`config.mk`:
```
export PLATFORM = sky130hd
export DESIGN_NAME = atcc_core
export DESIGN_NICKNAME = d
export VERILOG_FILES = /design/src/logic/atcc_pkg.sv /design/src/logic/atcc_core.sv /design/src/logic/atcc_edge_sync.sv
export SDC_FILE = /design/constraint.sdc
export NUM_CORES = 1
export LEC_CHECK = 0
export ABC_AREA = 1
export BUFFER_PORTS_ARGS = -buffer_cell sky130_fd_sc_hd__buf_4
export CAP_MARGIN = 5
export CORE_MARGIN = 4
export CORE_UTILIZATION = 30
export CTS_BUF_LIST = sky130_fd_sc_hd__clkbuf_8
export DETAILED_ROUTE_END_ITERATION = 8
export GPL_TIMING_DRIVEN = 1
export PLACE_DENSITY = 0.54
export SETUP_SLACK_MARGIN = 0.02
export SLEW_MARGIN = 20
export SYNTH_ARGS = -nofsm -noshare
export SYNTH_HDL_FRONTEND = slang
export SYNTH_SLANG_ARGS = --single-unit
export TNS_END_PERCENT = 10
```
`constraint.sdc`:
```
create_clock -name i_ref_clk -period 5.6 [get_ports i_ref_clk]
set_input_delay 0.56 -clock i_ref_clk [delete_from_list [all_inputs] [get_ports i_ref_clk]]
set_output_delay 0.56 -clock i_ref_clk [all_outputs]
set_load 0.005 [all_outputs]
```
`src/logic/atcc_pkg.sv`:
```
// Summary of operation
// - main counter is a 16-bit unsigned value wrapping inside the reload range
// - slave mode 0 counts kernel clock; dividing runs only while run bit is set
// - slave modes 1,2,3,7 use the trigger source; 4,5,6 use kernel clock
// - mode 7 with sources 4-6 and 8-13 counts chosen channel pin edges
// - mode 7 with sources 0-3 counts rising edges of internal triggers
// - mode-1 enable bit, or mode 7 with source 7, selects filtered external trigger
// - one prescaler pulse per rising edge of the filtered external trigger
// - external trigger arrives from one of three pins, picked outside this block
// - prescaler divides by programmed value plus one, 1 to 65536
// - written prescaler value waits in preload until the next update event
// - up mode counts 0 to reload, then restarts at 0 with overflow
// - up mode raises update only after repeat count plus one overflows
// - up mode soft update request clears counter and raises update
// - update inhibit bit suppresses update events
// - each update copies repeat, reload and prescaler preloads into shadows
// - down mode counts reload to 0, then reloads with underflow
// - down mode raises update only after repeat count plus one underflows
// - down mode soft update request loads reload value and raises update
// - repeat counter steps down on each overflow or underflow
// - soft update request also reloads repeat counter from programmed value
package atcc_pkg;

  // register indices on the plain register port
  localparam logic [3:0] ATCC_ADDR_CTRL   = 4'h0;
  localparam logic [3:0] ATCC_ADDR_SLAVE  = 4'h1;
  localparam logic [3:0] ATCC_ADDR_EVENT  = 4'h2;
  localparam logic [3:0] ATCC_ADDR_COUNT  = 4'h3;
  localparam logic [3:0] ATCC_ADDR_PRESC  = 4'h4;
  localparam logic [3:0] ATCC_ADDR_RELOAD = 4'h5;
  localparam logic [3:0] ATCC_ADDR_REPEAT = 4'h6;
  localparam logic [3:0] ATCC_ADDR_STATUS = 4'h7;

  // control_reg0 fields
  localparam int ATCC_CTRL_RUN_BIT     = 0;
  localparam int ATCC_CTRL_INHIBIT_BIT = 1;
  localparam int ATCC_CTRL_DIR_BIT     = 4;

  // slave_mode_cfg_reg fields
  localparam int ATCC_MODE_LSB     = 0;
  localparam int ATCC_SRC_LSB      = 4;
  localparam int ATCC_PIN_FALL_BIT = 8;
  localparam int ATCC_ECM1_BIT     = 14;

  // software_event_reg field
  localparam int ATCC_SOFT_UPD_BIT = 0;

  // reset values
  localparam logic [15:0] ATCC_COUNT_RST  = 16'h0000;
  localparam logic [15:0] ATCC_PRESC_RST  = 16'h0000;
  localparam logic [15:0] ATCC_RELOAD_RST = 16'hFFFF;
  localparam logic [7:0]  ATCC_REPEAT_RST = 8'h00;

  // slave mode select codes
  localparam logic [2:0] ATCC_MODE_INTERNAL = 3'h0;
  localparam logic [2:0] ATCC_MODE_EXTCLK0  = 3'h7;

  // trigger source select codes with special meaning
  localparam logic [3:0] ATCC_SRC_TRIG_LAST = 4'h3;
  localparam logic [3:0] ATCC_SRC_CH0_BOTH  = 4'h4;
  localparam logic [3:0] ATCC_SRC_EXT_TRIG  = 4'h7;

endpackage

```
`src/logic/atcc_core.sv`:
```
// Our own choices: the address map and the strobed register port.
`timescale 1ns/100ps
`default_nettype none
// counting core: clock source select, prescaler, up/down counter, repeat and update
module atcc_core #(
  parameter int CNT_W = 16,
  parameter int REP_W = 8
) (
  // clock and reset
  input  wire logic             i_ref_clk,
  input  wire logic             i_reset_n,
  // register port
  input  wire logic [3:0]       i_addr,
  input  wire logic [15:0]      i_wr_data,
  input  wire logic             i_wr_stb,
  input  wire logic             i_rd_stb,
  output logic      [15:0]      o_rd_data,
  // clock sources from outside the kernel domain
  input  wire logic [3:0]       i_internal_trigger_inputs,
  input  wire logic [3:0]       i_channel_pin,
  input  wire logic [3:0]       i_multi_channel_pin,
  input  wire logic             i_ext_trigger_input,
  // counter state and events
  output logic      [CNT_W-1:0] o_count,
  output logic                  o_overflow,
  output logic                  o_underflow,
  output logic                  o_update
);

  // software-visible control
  logic             run_r;
  logic             inhibit_r;
  logic             dir_down_r;
  logic [2:0]       slave_mode_select_r;
  logic [3:0]       trigger_source_select_r;
  logic             pin_fall_r;
  logic             ext_clock_mode1_enable_r;
  // preload and shadow registers
  logic [CNT_W-1:0] presc_pre_r;
  logic [CNT_W-1:0] presc_sh_r;
  logic [CNT_W-1:0] reload_pre_r;
  logic [CNT_W-1:0] reload_sh_r;
  logic [REP_W-1:0] repeat_pre_r;
  logic [REP_W-1:0] repeat_sh_r;
  // running state
  logic [CNT_W-1:0] presc_cnt_r;
  logic [CNT_W-1:0] count_r;
  logic [REP_W-1:0] rep_cnt_r;
  logic [15:0]      rd_data_r;
  logic             overflow_r;
  logic             underflow_r;
  logic             update_r;

  // synchronised edges of all external sources
  logic [12:0] src_rise;
  logic [12:0] src_fall;
  logic [3:0]  trig_rise;
  logic [7:0]  pin_rise;
  logic [7:0]  pin_fall;
  logic [7:0]  pin_edge;
  logic        ci0_both;
  logic        ext_rise;

  // decoded strobes and events
  logic wr_ctrl;
  logic wr_slave;
  logic wr_count;
  // soft_go beats every other counter source in the same cycle
  logic soft_go;
  logic ext_sel;
  logic ext_trig_sel;
  logic trg_pulse;
  logic src_pulse;
  logic presc_expire;
  logic tick;
  logic up_wrap;
  logic down_wrap;
  logic wrap;
  logic rep_zero;
  logic upd_go;

  // all external levels share one synchroniser bank
  atcc_edge_sync #(
    .WIDTH (13)
  ) u_sync (
    .i_ref_clk (i_ref_clk),
    .i_reset_n (i_reset_n),
    .i_async   ({i_ext_trigger_input, i_multi_channel_pin, i_channel_pin,
                 i_internal_trigger_inputs}),
    .o_rise    (src_rise),
    .o_fall    (src_fall)
  );

  // split the edge vector; external trigger is already one pin picked outside
  assign trig_rise = src_rise[3:0];
  assign pin_rise  = src_rise[11:4];
  assign pin_fall  = src_fall[11:4];
  assign ext_rise  = src_rise[12];
  // every source pulse is one kernel cycle wide, so no edge is counted twice
  assign ci0_both = src_rise[4] | src_fall[4];
  // channel pins on sources 5, 6 and 8-13 use the polarity chosen by software; source 4 takes both edges of pin 0
  assign pin_edge = pin_fall_r ? pin_fall : pin_rise;

  // register port decode
  assign wr_ctrl  = i_wr_stb && (i_addr == atcc_pkg::ATCC_ADDR_CTRL);
  assign wr_slave = i_wr_stb && (i_addr == atcc_pkg::ATCC_ADDR_SLAVE);
  assign wr_count = i_wr_stb && (i_addr == atcc_pkg::ATCC_ADDR_COUNT);
  // a soft request is a write with its bit set; the other bits of that word are ignored
  assign soft_go  = i_wr_stb && (i_addr == atcc_pkg::ATCC_ADDR_EVENT)
                    && i_wr_data[atcc_pkg::ATCC_SOFT_UPD_BIT];

  // external source chosen by slave modes 1,2,3,7 or the mode-1 bit
  // modes 4, 5 and 6 fall through to the kernel clock
  assign ext_sel = ext_clock_mode1_enable_r
                   || (slave_mode_select_r != atcc_pkg::ATCC_MODE_INTERNAL
                       && slave_mode_select_r[2] == 1'b0)
                   || (slave_mode_select_r == atcc_pkg::ATCC_MODE_EXTCLK0);
  // filtered external trigger wins through the mode-1 bit or source 7
  assign ext_trig_sel = ext_clock_mode1_enable_r
                        || (trigger_source_select_r == atcc_pkg::ATCC_SRC_EXT_TRIG);

  // trigger source multiplexer
  // codes E and F are spare: they pick nothing, so the prescaler stands still
  // rather than silently falling back to the kernel clock
  always_comb
  begin
    trg_pulse = 1'b0;
    unique case (trigger_source_select_r)
      4'h0, 4'h1, 4'h2, 4'h3: trg_pulse = trig_rise[trigger_source_select_r[1:0]];
      4'h4:                   trg_pulse = ci0_both;
      4'h5:                   trg_pulse = pin_edge[0];
      4'h6:                   trg_pulse = pin_edge[1];
      4'h7:                   trg_pulse = ext_rise;
      4'h8:                   trg_pulse = pin_edge[2];
      4'h9:                   trg_pulse = pin_edge[3];
      4'hA:                   trg_pulse = pin_edge[4];
      4'hB:                   trg_pulse = pin_edge[5];
      4'hC:                   trg_pulse = pin_edge[6];
      4'hD:                   trg_pulse = pin_edge[7];
      4'hE, 4'hF:             trg_pulse = 1'b0;
    endcase
  end

  // kernel clock counts every cycle unless an external source is selected
  always_comb
  begin
    if (!ext_sel)
      src_pulse = 1'b1;
    else if (ext_trig_sel)
      src_pulse = ext_rise;
    else
      src_pulse = trg_pulse;
  end

  // prescaler expires after shadow value plus one source pulses
  // >= rather than == so a lowered shadow value cannot strand the divider
  assign presc_expire = (presc_cnt_r >= presc_sh_r);
  assign tick         = run_r && src_pulse && presc_expire;

  // wrap conditions inside the active reload range
  assign up_wrap   = tick && !dir_down_r && (count_r >= reload_sh_r);
  assign down_wrap = tick && dir_down_r && (count_r == '0);
  assign wrap      = up_wrap || down_wrap;
  assign rep_zero  = (rep_cnt_r == '0);

  // update from software or from the last repeated wrap, unless inhibited
  // an inhibited soft request still restarts the counters; only the update is lost
  assign upd_go = !inhibit_r && (soft_go || (wrap && rep_zero));

  // control register; direction is owned by software
  always_ff @(posedge i_ref_clk or negedge i_reset_n)
  begin
    if (!i_reset_n)
    begin
      run_r      <= 1'b0;
      inhibit_r  <= 1'b0;
      dir_down_r <= 1'b0;
    end
    else if (wr_ctrl)
    begin
      run_r      <= i_wr_data[atcc_pkg::ATCC_CTRL_RUN_BIT];
      inhibit_r  <= i_wr_data[atcc_pkg::ATCC_CTRL_INHIBIT_BIT];
      dir_down_r <= i_wr_data[atcc_pkg::ATCC_CTRL_DIR_BIT];
    end
  end

  // slave mode configuration
  always_ff @(posedge i_ref_clk or negedge i_reset_n)
  begin
    if (!i_reset_n)
    begin
      slave_mode_select_r      <= atcc_pkg::ATCC_MODE_INTERNAL;
      trigger_source_select_r  <= 4'h0;
      pin_fall_r               <= 1'b0;
      ext_clock_mode1_enable_r <= 1'b0;
    end
    else if (wr_slave)
    begin
      slave_mode_select_r      <= i_wr_data[atcc_pkg::ATCC_MODE_LSB +: 3];
      trigger_source_select_r  <= i_wr_data[atcc_pkg::ATCC_SRC_LSB +: 4];
      pin_fall_r               <= i_wr_data[atcc_pkg::ATCC_PIN_FALL_BIT];
      ext_clock_mode1_enable_r <= i_wr_data[atcc_pkg::ATCC_ECM1_BIT];
    end
  end

  // preload registers take software writes at once
  always_ff @(posedge i_ref_clk or negedge i_reset_n)
  begin
    if (!i_reset_n)
    begin
      presc_pre_r  <= atcc_pkg::ATCC_PRESC_RST;
      reload_pre_r <= atcc_pkg::ATCC_RELOAD_RST;
      repeat_pre_r <= atcc_pkg::ATCC_REPEAT_RST;
    end
    else if (i_wr_stb)
    begin
      if (i_addr == atcc_pkg::ATCC_ADDR_PRESC)
        presc_pre_r <= i_wr_data[CNT_W-1:0];   // held back until update
      if (i_addr == atcc_pkg::ATCC_ADDR_RELOAD)
        reload_pre_r <= i_wr_data[CNT_W-1:0];
      if (i_addr == atcc_pkg::ATCC_ADDR_REPEAT)
        repeat_pre_r <= i_wr_data[REP_W-1:0];
    end
  end

  // shadows change only on an update event, so a period never runs half old, half new
  always_ff @(posedge i_ref_clk or negedge i_reset_n)
  begin
    if (!i_reset_n)
    begin
      presc_sh_r  <= atcc_pkg::ATCC_PRESC_RST;
      reload_sh_r <= atcc_pkg::ATCC_RELOAD_RST;
      repeat_sh_r <= atcc_pkg::ATCC_REPEAT_RST;
    end
    else if (upd_go)
    begin
      // an inhibited update leaves all three shadows as they were
      presc_sh_r  <= presc_pre_r;
      reload_sh_r <= reload_pre_r;
      repeat_sh_r <= repeat_pre_r;
    end
  end

  // prescaler counter; a soft update restarts the division
  always_ff @(posedge i_ref_clk or negedge i_reset_n)
  begin
    // the count returns to zero on expiry, so it never outgrows the shadow width
    if (!i_reset_n)
      presc_cnt_r <= '0;
    else if (soft_go)
      presc_cnt_r <= '0;
    else if (run_r && src_pulse)
      presc_cnt_r <= presc_expire ? '0 : presc_cnt_r + 1'b1;
  end

  // main counter; soft request and software write beat a tick in the same cycle
  always_ff @(posedge i_ref_clk or negedge i_reset_n)
  begin
    if (!i_reset_n)
      count_r <= atcc_pkg::ATCC_COUNT_RST;
    // down mode takes the preload, so the new period starts at once
    else if (soft_go)
      count_r <= dir_down_r ? reload_pre_r : '0;
    else if (wr_count)
      count_r <= i_wr_data[CNT_W-1:0];
    else if (up_wrap)
      count_r <= '0;
    else if (down_wrap)
      count_r <= reload_sh_r;
    else if (tick)
      count_r <= dir_down_r ? count_r - 1'b1 : count_r + 1'b1;
  end

  // repeat counter steps down per wrap and restarts at zero
  always_ff @(posedge i_ref_clk or negedge i_reset_n)
  begin
    if (!i_reset_n)
      rep_cnt_r <= atcc_pkg::ATCC_REPEAT_RST;
    // a soft request restarts the repeat run even while updates are inhibited
    else if (soft_go)
      rep_cnt_r <= repeat_pre_r;
    else if (wrap && rep_zero)
      rep_cnt_r <= upd_go ? repeat_pre_r : repeat_sh_r;
    else if (wrap)
      rep_cnt_r <= rep_cnt_r - 1'b1;
  end

  // event outputs, one cycle after the wrap or request that caused them
  always_ff @(posedge i_ref_clk or negedge i_reset_n)
  begin
    if (!i_reset_n)
    begin
      overflow_r  <= 1'b0;
      underflow_r <= 1'b0;
      update_r    <= 1'b0;
    end
    else
    begin
      overflow_r  <= up_wrap;
      underflow_r <= down_wrap;
      update_r    <= upd_go;
    end
  end

  // read data register; loaded on the read strobe and held until the next read strobe
  always_ff @(posedge i_ref_clk or negedge i_reset_n)
  begin
    if (!i_reset_n)
      rd_data_r <= 16'h0000;
    else if (i_rd_stb)
    begin
      rd_data_r <= 16'h0000;
      unique case (i_addr)
        atcc_pkg::ATCC_ADDR_CTRL:
        begin
          rd_data_r[atcc_pkg::ATCC_CTRL_RUN_BIT]     <= run_r;
          rd_data_r[atcc_pkg::ATCC_CTRL_INHIBIT_BIT] <= inhibit_r;
          rd_data_r[atcc_pkg::ATCC_CTRL_DIR_BIT]     <= dir_down_r;
        end
        atcc_pkg::ATCC_ADDR_SLAVE:
        begin
          rd_data_r[atcc_pkg::ATCC_MODE_LSB +: 3]   <= slave_mode_select_r;
          rd_data_r[atcc_pkg::ATCC_SRC_LSB +: 4]    <= trigger_source_select_r;
          rd_data_r[atcc_pkg::ATCC_PIN_FALL_BIT]    <= pin_fall_r;
          rd_data_r[atcc_pkg::ATCC_ECM1_BIT]        <= ext_clock_mode1_enable_r;
        end
        atcc_pkg::ATCC_ADDR_COUNT:  rd_data_r[CNT_W-1:0] <= count_r;
        atcc_pkg::ATCC_ADDR_PRESC:  rd_data_r[CNT_W-1:0] <= presc_pre_r;
        atcc_pkg::ATCC_ADDR_RELOAD: rd_data_r[CNT_W-1:0] <= reload_pre_r;
        atcc_pkg::ATCC_ADDR_REPEAT: rd_data_r[REP_W-1:0] <= repeat_pre_r;
        atcc_pkg::ATCC_ADDR_STATUS: rd_data_r[REP_W-1:0] <= rep_cnt_r;
        default:                    rd_data_r <= 16'h0000; // event reg and unmapped read zero
      endcase
    end
  end

  // outputs straight from flops
  assign o_rd_data   = rd_data_r;
  assign o_count     = count_r;
  assign o_overflow  = overflow_r;
  assign o_underflow = underflow_r;
  assign o_update    = update_r;

endmodule
`default_nettype wire

```
`src/logic/atcc_edge_sync.sv`:
```
`timescale 1ns/100ps
`default_nettype none
// two-flop synchroniser per bit followed by a rise/fall detector
module atcc_edge_sync #(
  parameter int WIDTH = 1
) (
  // clock and reset
  input  wire logic             i_ref_clk,
  input  wire logic             i_reset_n,
  // asynchronous levels in
  input  wire logic [WIDTH-1:0] i_async,
  // edge pulses out, one kernel cycle each
  output logic      [WIDTH-1:0] o_rise,
  output logic      [WIDTH-1:0] o_fall
);

  logic [WIDTH-1:0] meta_r;
  logic [WIDTH-1:0] sync_r;
  logic [WIDTH-1:0] last_r;

  // meta_r feeds only sync_r; edges are taken after the second flop
  always_ff @(posedge i_ref_clk or negedge i_reset_n)
  begin
    if (!i_reset_n)
    begin
      meta_r <= '0;
      sync_r <= '0;
      last_r <= '0;
    end
    else
    begin
      meta_r <= i_async;
      sync_r <= meta_r;
      last_r <= sync_r;
    end
  end

  // one pulse per edge of the synchronised level
  assign o_rise = sync_r & ~last_r;
  assign o_fall = ~sync_r & last_r;

endmodule
`default_nettype wire

```
==> flow_metrics.env, run 1 <==
export IMPL_layout_nets=1385
export IMPL_cp_endpoint="presc_sh_r[11]"
export IMPL_post_dp_hpwl_um=21400
export IMPL_max_stage_delay_ns=0.47
export IMPL_viasPerCell=4.88
export IMPL_p_leak_nw=5.54
export IMPL_worstReg2RegEnd="presc_sh_r[11]"
export IMPL_layout_common_cells="nand2_1, inv_1, dfrtp_1"
export IMPL_crit_chain="ha_1, nand2_1, inv_1, nand3_1, nor3_1, nand3_1, nand3_1, nand4_4, nand2_4, nand2_4, nand2_4, nand2_4, inv_2, nand2_1, o21ai_1"
export IMPL_slew_violations=0
export IMPL_final_setup_tns_ns=0
export IMPL_h_tree_depth=4
export IMPL_crit_family="simple AND/OR/NAND/NOR gates"
export IMPL_hold_class="primary input to async pin"
export IMPL_ff2ff_path_depth=15
export IMPL_worstReg2RegStart="presc_cnt_r[15]"
export IMPL_total_power_w=0.00474
export IMPL_cp_num_cells=15
export IMPL_multi_input_area_mm2=0.00450
export IMPL_syn_nets=1325
export IMPL_crit_buf_inv=2
export IMPL_cts_sinks=190
export IMPL_cts_tree="done"
export IMPL_ant_nets=0
export IMPL_status="completed"
export IMPL_totalWireLength_um=28600
export IMPL_synth_top_area_frac=0.391
export IMPL_end_kind="flop"
export IMPL_drt_iter0_markers=692
export IMPL_synth_cell_types=48
export IMPL_period_minus_slack_ns=3.56
export IMPL_n_fill_cell=3526
export IMPL_synth_area_per_cell_um2=8.17
export IMPL_io_buffers=71
export IMPL_hold_viol=0
export IMPL_finalWorstSetupSlack_ns=2.04
export IMPL_start_kind="flop"
export IMPL_diodes=0
export IMPL_synthArstFlopShare=1.00
export IMPL_ir_worst_vdd_v=0.000164
export IMPL_area_sequential_mm2=0.00479
export IMPL_instances_no_fill=1752
export IMPL_slew_headroom=0.346
export IMPL_grt_usage=0.159
export IMPL_place_gp_congestion=0.866
export IMPL_postCtsResizedCells=0
export IMPL_coreArea_mm2=0.0329
export IMPL_grt_first_pass_wirelength_um=46000
export IMPL_yosys_warnings=0
export IMPL_grt_pass1_vias=8205
export IMPL_numCtsBuffers=17
export IMPL_yosysSeqAreaShare=0.474
export IMPL_die_y_um=192
export IMPL_clockRootBuffer="clkbuf_8"
export IMPL_fp_dieW_um=192
export IMPL_post_place_cells=1720
export IMPL_remaining_drc_errors=0
export IMPL_die_area_mm2=0.0367
export IMPL_initial_core_util=0.308
export IMPL_drtPass1Iterations=6
export IMPL_area_growth_synth_to_final_pct=13.7
export IMPL_boundaryPins=72
export IMPL_syn_instance_count=1237
export IMPL_crit_arrival_ns=3.99
export IMPL_cp_required_ns=6.03
export IMPL_cts_buffer_depth=2
export IMPL_synth_seq_cells=190
export IMPL_cap_violations=0
export IMPL_route_vias_total=8544
export IMPL_fin_skew_ns=0.0189
export IMPL_path_class="flop to flop"
export IMPL_avgRoutedWirePerCell_um=16.3
export IMPL_fmax_mhz=281
export IMPL_cpMostUsedCell="nand2_4"
export IMPL_pre_cts_slack_ns=2.08
export IMPL_startpoint="presc_cnt_r[15]"
export IMPL_grt_overflow_total=0
export IMPL_grt_max_degree=69
export IMPL_synth_top_cell_by_area="dfrtp_1"
export IMPL_critPathMaxFanout=52
export IMPL_postCtsSetupRepairBufs=0
export IMPL_ff2ff_setup_slack_ns=2.04
export IMPL_drive_gt1_frac=0.130
export IMPL_netlist_area_mm2=0.0101
export IMPL_power_density_mw_per_mm2=413
export IMPL_ys_top_cells_by_area="dfrtp_1, nand2_1, dfstp_2"
export IMPL_final_common_cell="nand2_1"
export IMPL_cts_clk_slew_worst_paths_ns=0.12
export IMPL_layout_worst_path_cycle_share=0.636
export IMPL_grt_setup_unrepaired="no"
export IMPL_rows=66
export IMPL_post_route_util=0.350
export IMPL_critPathSlowestCell="inv_2"
export IMPL_setup_viol=0
export IMPL_synth_edf_count=0
export IMPL_antenna_found_initial=0
export IMPL_hold_buffers=0
export IMPL_synth_ff_type="dfrtp_1"
export IMPL_clock_latency_ns=0.49
export IMPL_worst_pin_slew_ns=0.979
==> metrics by stage <==
| stage | area (µm²) | hold WS [ns] |
|---|---|---|
| final | 11500 | 0.0473 |
| after global routing | 11500 | 0.0720 |
| after CTS | 11500 | 0.0625 |
| after detailed placement | 11100 | 0.335 |
| after global placement | 11100 | 0.331 |
| after floorplan | 10100 | 0.264 |
==> worst reg2reg max path, stage by stage (launching register included) <==
cell and delay (ns):
dfrtp_1 0.43, ha_1 0.31, nand2_1 0.07, inv_1 0.05, nand3_1 0.09, nor3_1 0.25, nand3_1 0.12, nand3_1 0.29
nand4_4 0.45, nand2_4 0.23, nand2_4 0.08, nand2_4 0.12, nand2_4 0.32, inv_2 0.51, nand2_1 0.12, o21ai_1 0.09
==> flip-flops by register name (all words and copies together), names as in the netlist, 13 cells and up <==
| register | flops |
|---|---|
| u_sync.last_r | 13 |
| reload_pre_r | 16 |
| presc_cnt_r | 16 |
| u_sync.meta_r | 13 |
| o_count | 16 |
| reload_sh_r | 16 |
| o_rd_data | 16 |
| presc_pre_r | 16 |
| presc_sh_r | 16 |
| u_sync.sync_r | 13 |
==> cells by family (layout without fill, tap and decap cells) <==
group | Yosys count | count (layout) | share of synthesized area
and+or+nand+nor | 480 | 480 | 0.199
AOI/OAI and AO/OA | 270 | 270 | 0.147
buffers and inverters | 209 | 282 | 0.0808
DFF | 190 | 190 | 0.474
adders and majority gates | 51 | 51 | 0.0639
xor gates and xnor gates | 26 | 26 | 0.0225
muxes | 11 | 11 | 0.0123
==> cells in the mapped netlist, types with 3 or more instances <==
cell       instances
o21ai_1           18
nor4_1             4
clkbuf_1          16
nand2_4            5
inv_2              7
buf_2             10
mux2_2            11
nand4_1            6
dfrtp_1          158
inv_1            166
nand3_1           53
a22oi_1            8
ha_1              50
o221ai_1           5
xnor2_1            7
o2111ai_1          7
nand2_1          320
o211ai_1           9
buf_1              3
buf_4              3
o21ai_0          126
o22ai_1           13
dfstp_2           32
xor2_1            19
nor2_1            71
a21oi_1           72
nor3_1             9
==> how the worst min path moves through the flow <==
stage | to | slack (ns) | cells past startpoint
after CTS | presc_pre_r[1] | 0.06 | 1
after detailed placement | u_sync.sync_r[12] | 0.33 | 0
final | o_rd_data[1] | 0.05 | 1
after floorplan | dir_down_r | 0.26 | 0
after global placement | u_sync.sync_r[0] | 0.33 | 0
after global routing | o_rd_data[1] | 0.07 | 1
==> power breakdown <==
group | switching (W) | leakage (nW) | internal [W]
Sequential | 0.000339 | 2.31 | 0.00167
Clock | 0.000605 | 0.210 | 0.000349
Combinational | 0.00106 | 3.02 | 0.000724
==> metal layers <==
metal | share of wire | wire length, µm | vias up | global-route usage
met5 | 0 | 0 | - | 0
met4 | 0.0074 | 210 | 0 | 0.0260
met3 | 0.059 | 1690 | 25 | 0.0329
met2 | 0.45 | 12700 | 243 | 0.244
met1 | 0.49 | 13900 | 4105 | 0.236
li1 | - | - | 4171 | -
==> final cells by class <==
cell class / count / area share
Timing Repair Buffer: 75 / 0.0495
Sequential cell: 190 / 0.417
Inverter: 175 / 0.0572
Clock buffer: 17 / 0.0204
Multi-Input combinational cell: 838 / 0.391
Clock inverter: 15 / 0.0162
Tap cell: 442 / 0.0481
Note: power is estimated with default switching activity, not from simulation.
==> inputs of run 2 (changes only) <==
==> constraint.sdc (replaced) <==
create_clock -name i_ref_clk -period 3.45 [get_ports i_ref_clk]
set_input_delay 0.345 -clock i_ref_clk [delete_from_list [all_inputs] [get_ports i_ref_clk]]
set_output_delay 0.345 -clock i_ref_clk [all_outputs]
set_load 0.005 [all_outputs]
==> run 2 against run 1 <==
Clock-buffer cell count stayed put. Setup slack worse by 1.7 ns. Register-to-register slack worse by 1.7 ns. Final cell count is 1.5% higher. Critical path type unchanged. Largest cell class unchanged. Largest power group unchanged. Highest routed layer unchanged.
==> flow_metrics.env, run 2 (synthesis gave the netlist of run 1 again) <==
export IMPL_holdPathStages=3
export IMPL_ant_nets=0
export IMPL_grt_overflow_total=0
export IMPL_fin_skew_ns=0.0130
export IMPL_power_frac_seq=0.418
export IMPL_cts_sinks=190
export IMPL_drive_gt1_frac=0.135
export IMPL_route_vias_total=8533
export IMPL_layout_nets=1412
export IMPL_slew_violations=0
export IMPL_coreArea_mm2=0.0329
export IMPL_start_kind="flop"
export IMPL_power_density_mw_per_mm2=652
export IMPL_ir_worst_vdd_v=0.000344
export IMPL_slew_headroom=0.353
export IMPL_cap_violations=0
export IMPL_totalWireLength_um=29300
export IMPL_netSwitchingPower_w=0.00317
export IMPL_pwr_share_clk=0.187
export IMPL_area_growth_synth_to_final_pct=15.7
export IMPL_rows=66
export IMPL_crit_arrival_ns=3.47
export IMPL_worstReg2RegStart="reload_sh_r[15]"
export IMPL_avgRoutedWirePerCell_um=16.5
export IMPL_path_class="flop to flop"
export IMPL_fmax_mhz=322
export IMPL_diodes=0
export IMPL_critPathMaxFanout=36
export IMPL_grt_first_pass_wirelength_um=47000
export IMPL_hold_viol=0
export IMPL_grt_usage=0.164
export IMPL_grt_max_degree=96
export IMPL_n_fill_cell=3516
export IMPL_status="completed"
export IMPL_cts_tree="done"
export IMPL_drtPass1Iterations=6
export IMPL_grt_pass1_vias=8279
export IMPL_cts_clk_slew_worst_paths_ns=0.11
export IMPL_viasPerCell=4.80
export IMPL_boundaryPins=72
export IMPL_initial_core_util=0.308
export IMPL_h_tree_depth=4
export IMPL_antenna_found_initial=0
export IMPL_clockRootBuffer="clkbuf_8"
export IMPL_final_setup_tns_ns=0
export IMPL_fp_dieW_um=192
export IMPL_pre_cts_slack_ns=0.403
export IMPL_cts_buffer_depth=2
export IMPL_layout_common_cells="nand2_1, inv_1, dfrtp_1"
export IMPL_post_dp_hpwl_um=21900
export IMPL_numCtsBuffers=17
export IMPL_die_y_um=192
export IMPL_netSwitchingFraction=0.416
export IMPL_finalWorstSetupSlack_ns=0.348
export IMPL_postCtsSetupRepairBufs=0
export IMPL_ff2ff_setup_slack_ns=0.35
export IMPL_p_leak_nw=5.63
export IMPL_place_gp_congestion=0.877
export IMPL_io_buffers=71
export IMPL_end_kind="flop"
export IMPL_pwr_share_comb=0.396
export IMPL_hp_start="i_wr_data[3]"
export IMPL_remaining_drc_errors=0
export IMPL_final_common_cell="nand2_1"
export IMPL_hold_class="primary input to flop"
export IMPL_worstReg2RegEnd="presc_sh_r[11]"
export IMPL_whs_ns=0.118
export IMPL_cp_required_ns=3.82
export IMPL_setup_viol=0
export IMPL_layout_worst_path_cycle_share=0.899
export IMPL_grt_setup_unrepaired="no"
export IMPL_hold_path_end="repeat_pre_r[3]"
export IMPL_period_minus_slack_ns=3.10
export IMPL_p_int_w=0.00446
export IMPL_drt_iter0_markers=637
export IMPL_die_area_mm2=0.0367
export IMPL_ff2ff_path_depth=16
export IMPL_clock_latency_ns=0.48
export IMPL_worst_pin_slew_ns=0.968
run 2: cell type report:
class	instances	area, µm²	share of cell area
clock buffers	17	234	0.0200
clock inverters	14	125	0.0107
repair buffers	102	832	0.0712
well taps	442	553	0.0473
inverters	175	658	0.0563
multi-input cells	838	4500	0.384
flip-flops and latches	190	4790	0.410
run 2: power groups by stage:
stage	Combinational [W]	Sequential, W	Clock [W]
after CTS	0.00305	0.00319	0.00146
final	0.00302	0.00319	0.00142
after global routing	0.00347	0.00326	0.00156
after global placement	0.00299	0.00323	0
after floorplan	0.00206	0.00308	0
after detailed placement	0.00302	0.00323	0
run 2: how the worst max path moves through the flow:
stage	startpoint	endpoint	depth (start not counted)
finish	reload_sh_r[15]	presc_sh_r[11]	16
detailed placement	reload_sh_r[15]	presc_sh_r[11]	16
global route	reload_sh_r[15]	presc_sh_r[11]	16
global placement	reload_sh_r[15]	reload_sh_r[15]	16
CTS	reload_sh_r[15]	presc_sh_r[11]	16
floorplan	dir_down_r	o_count[10]	14
run 2: layer usage:
layer,track usage,vias to the layer above,part of all wire
li1,-,4222,-
met1,0.238,4078,0.49
met2,0.260,213,0.45
met3,0.0307,20,0.049
met4,0.0273,0,0.0094
met5,0,-,0
run 2: through the flow:
step / utilization / power [W] / std cells / instance area [µm²]
2_1_floorplan: - / 0.00514 / 1237 / 10100
3_3_place_gp: 0.341 / 0.00622 / 1733 / 11200
3_5_place_dp: 0.341 / 0.00626 / 1733 / 11200
4_1_cts: 0.356 / 0.00770 / 1778 / 11700
5_1_grt: 0.356 / 0.00829 / 1778 / 11700
6_report: 0.356 / 0.00763 / 1778 / 11700
run 2: repair_timing:
item,CTS,global route
resized for setup,0,1
endpoints found under the setup margin,0,2
endpoints found under the hold margin,87,0
hold buffers,14,0
run 2: critical path: stages, from the launching register on:
cell	delay (ns)
dfstp_2	0.53
inv_1	0.06
ha_1	0.29
a21oi_1	0.14
o21ai_0	0.10
a21oi_1	0.25
nand3_1	0.13
nand2_1	0.08
inv_1	0.06
nand4_4	0.10
nand2_4	0.09
nand2_4	0.08
nand2_4	0.10
nand2_4	0.34
clkinv_2	0.40
nand2_1	0.16
o21ai_1	0.07
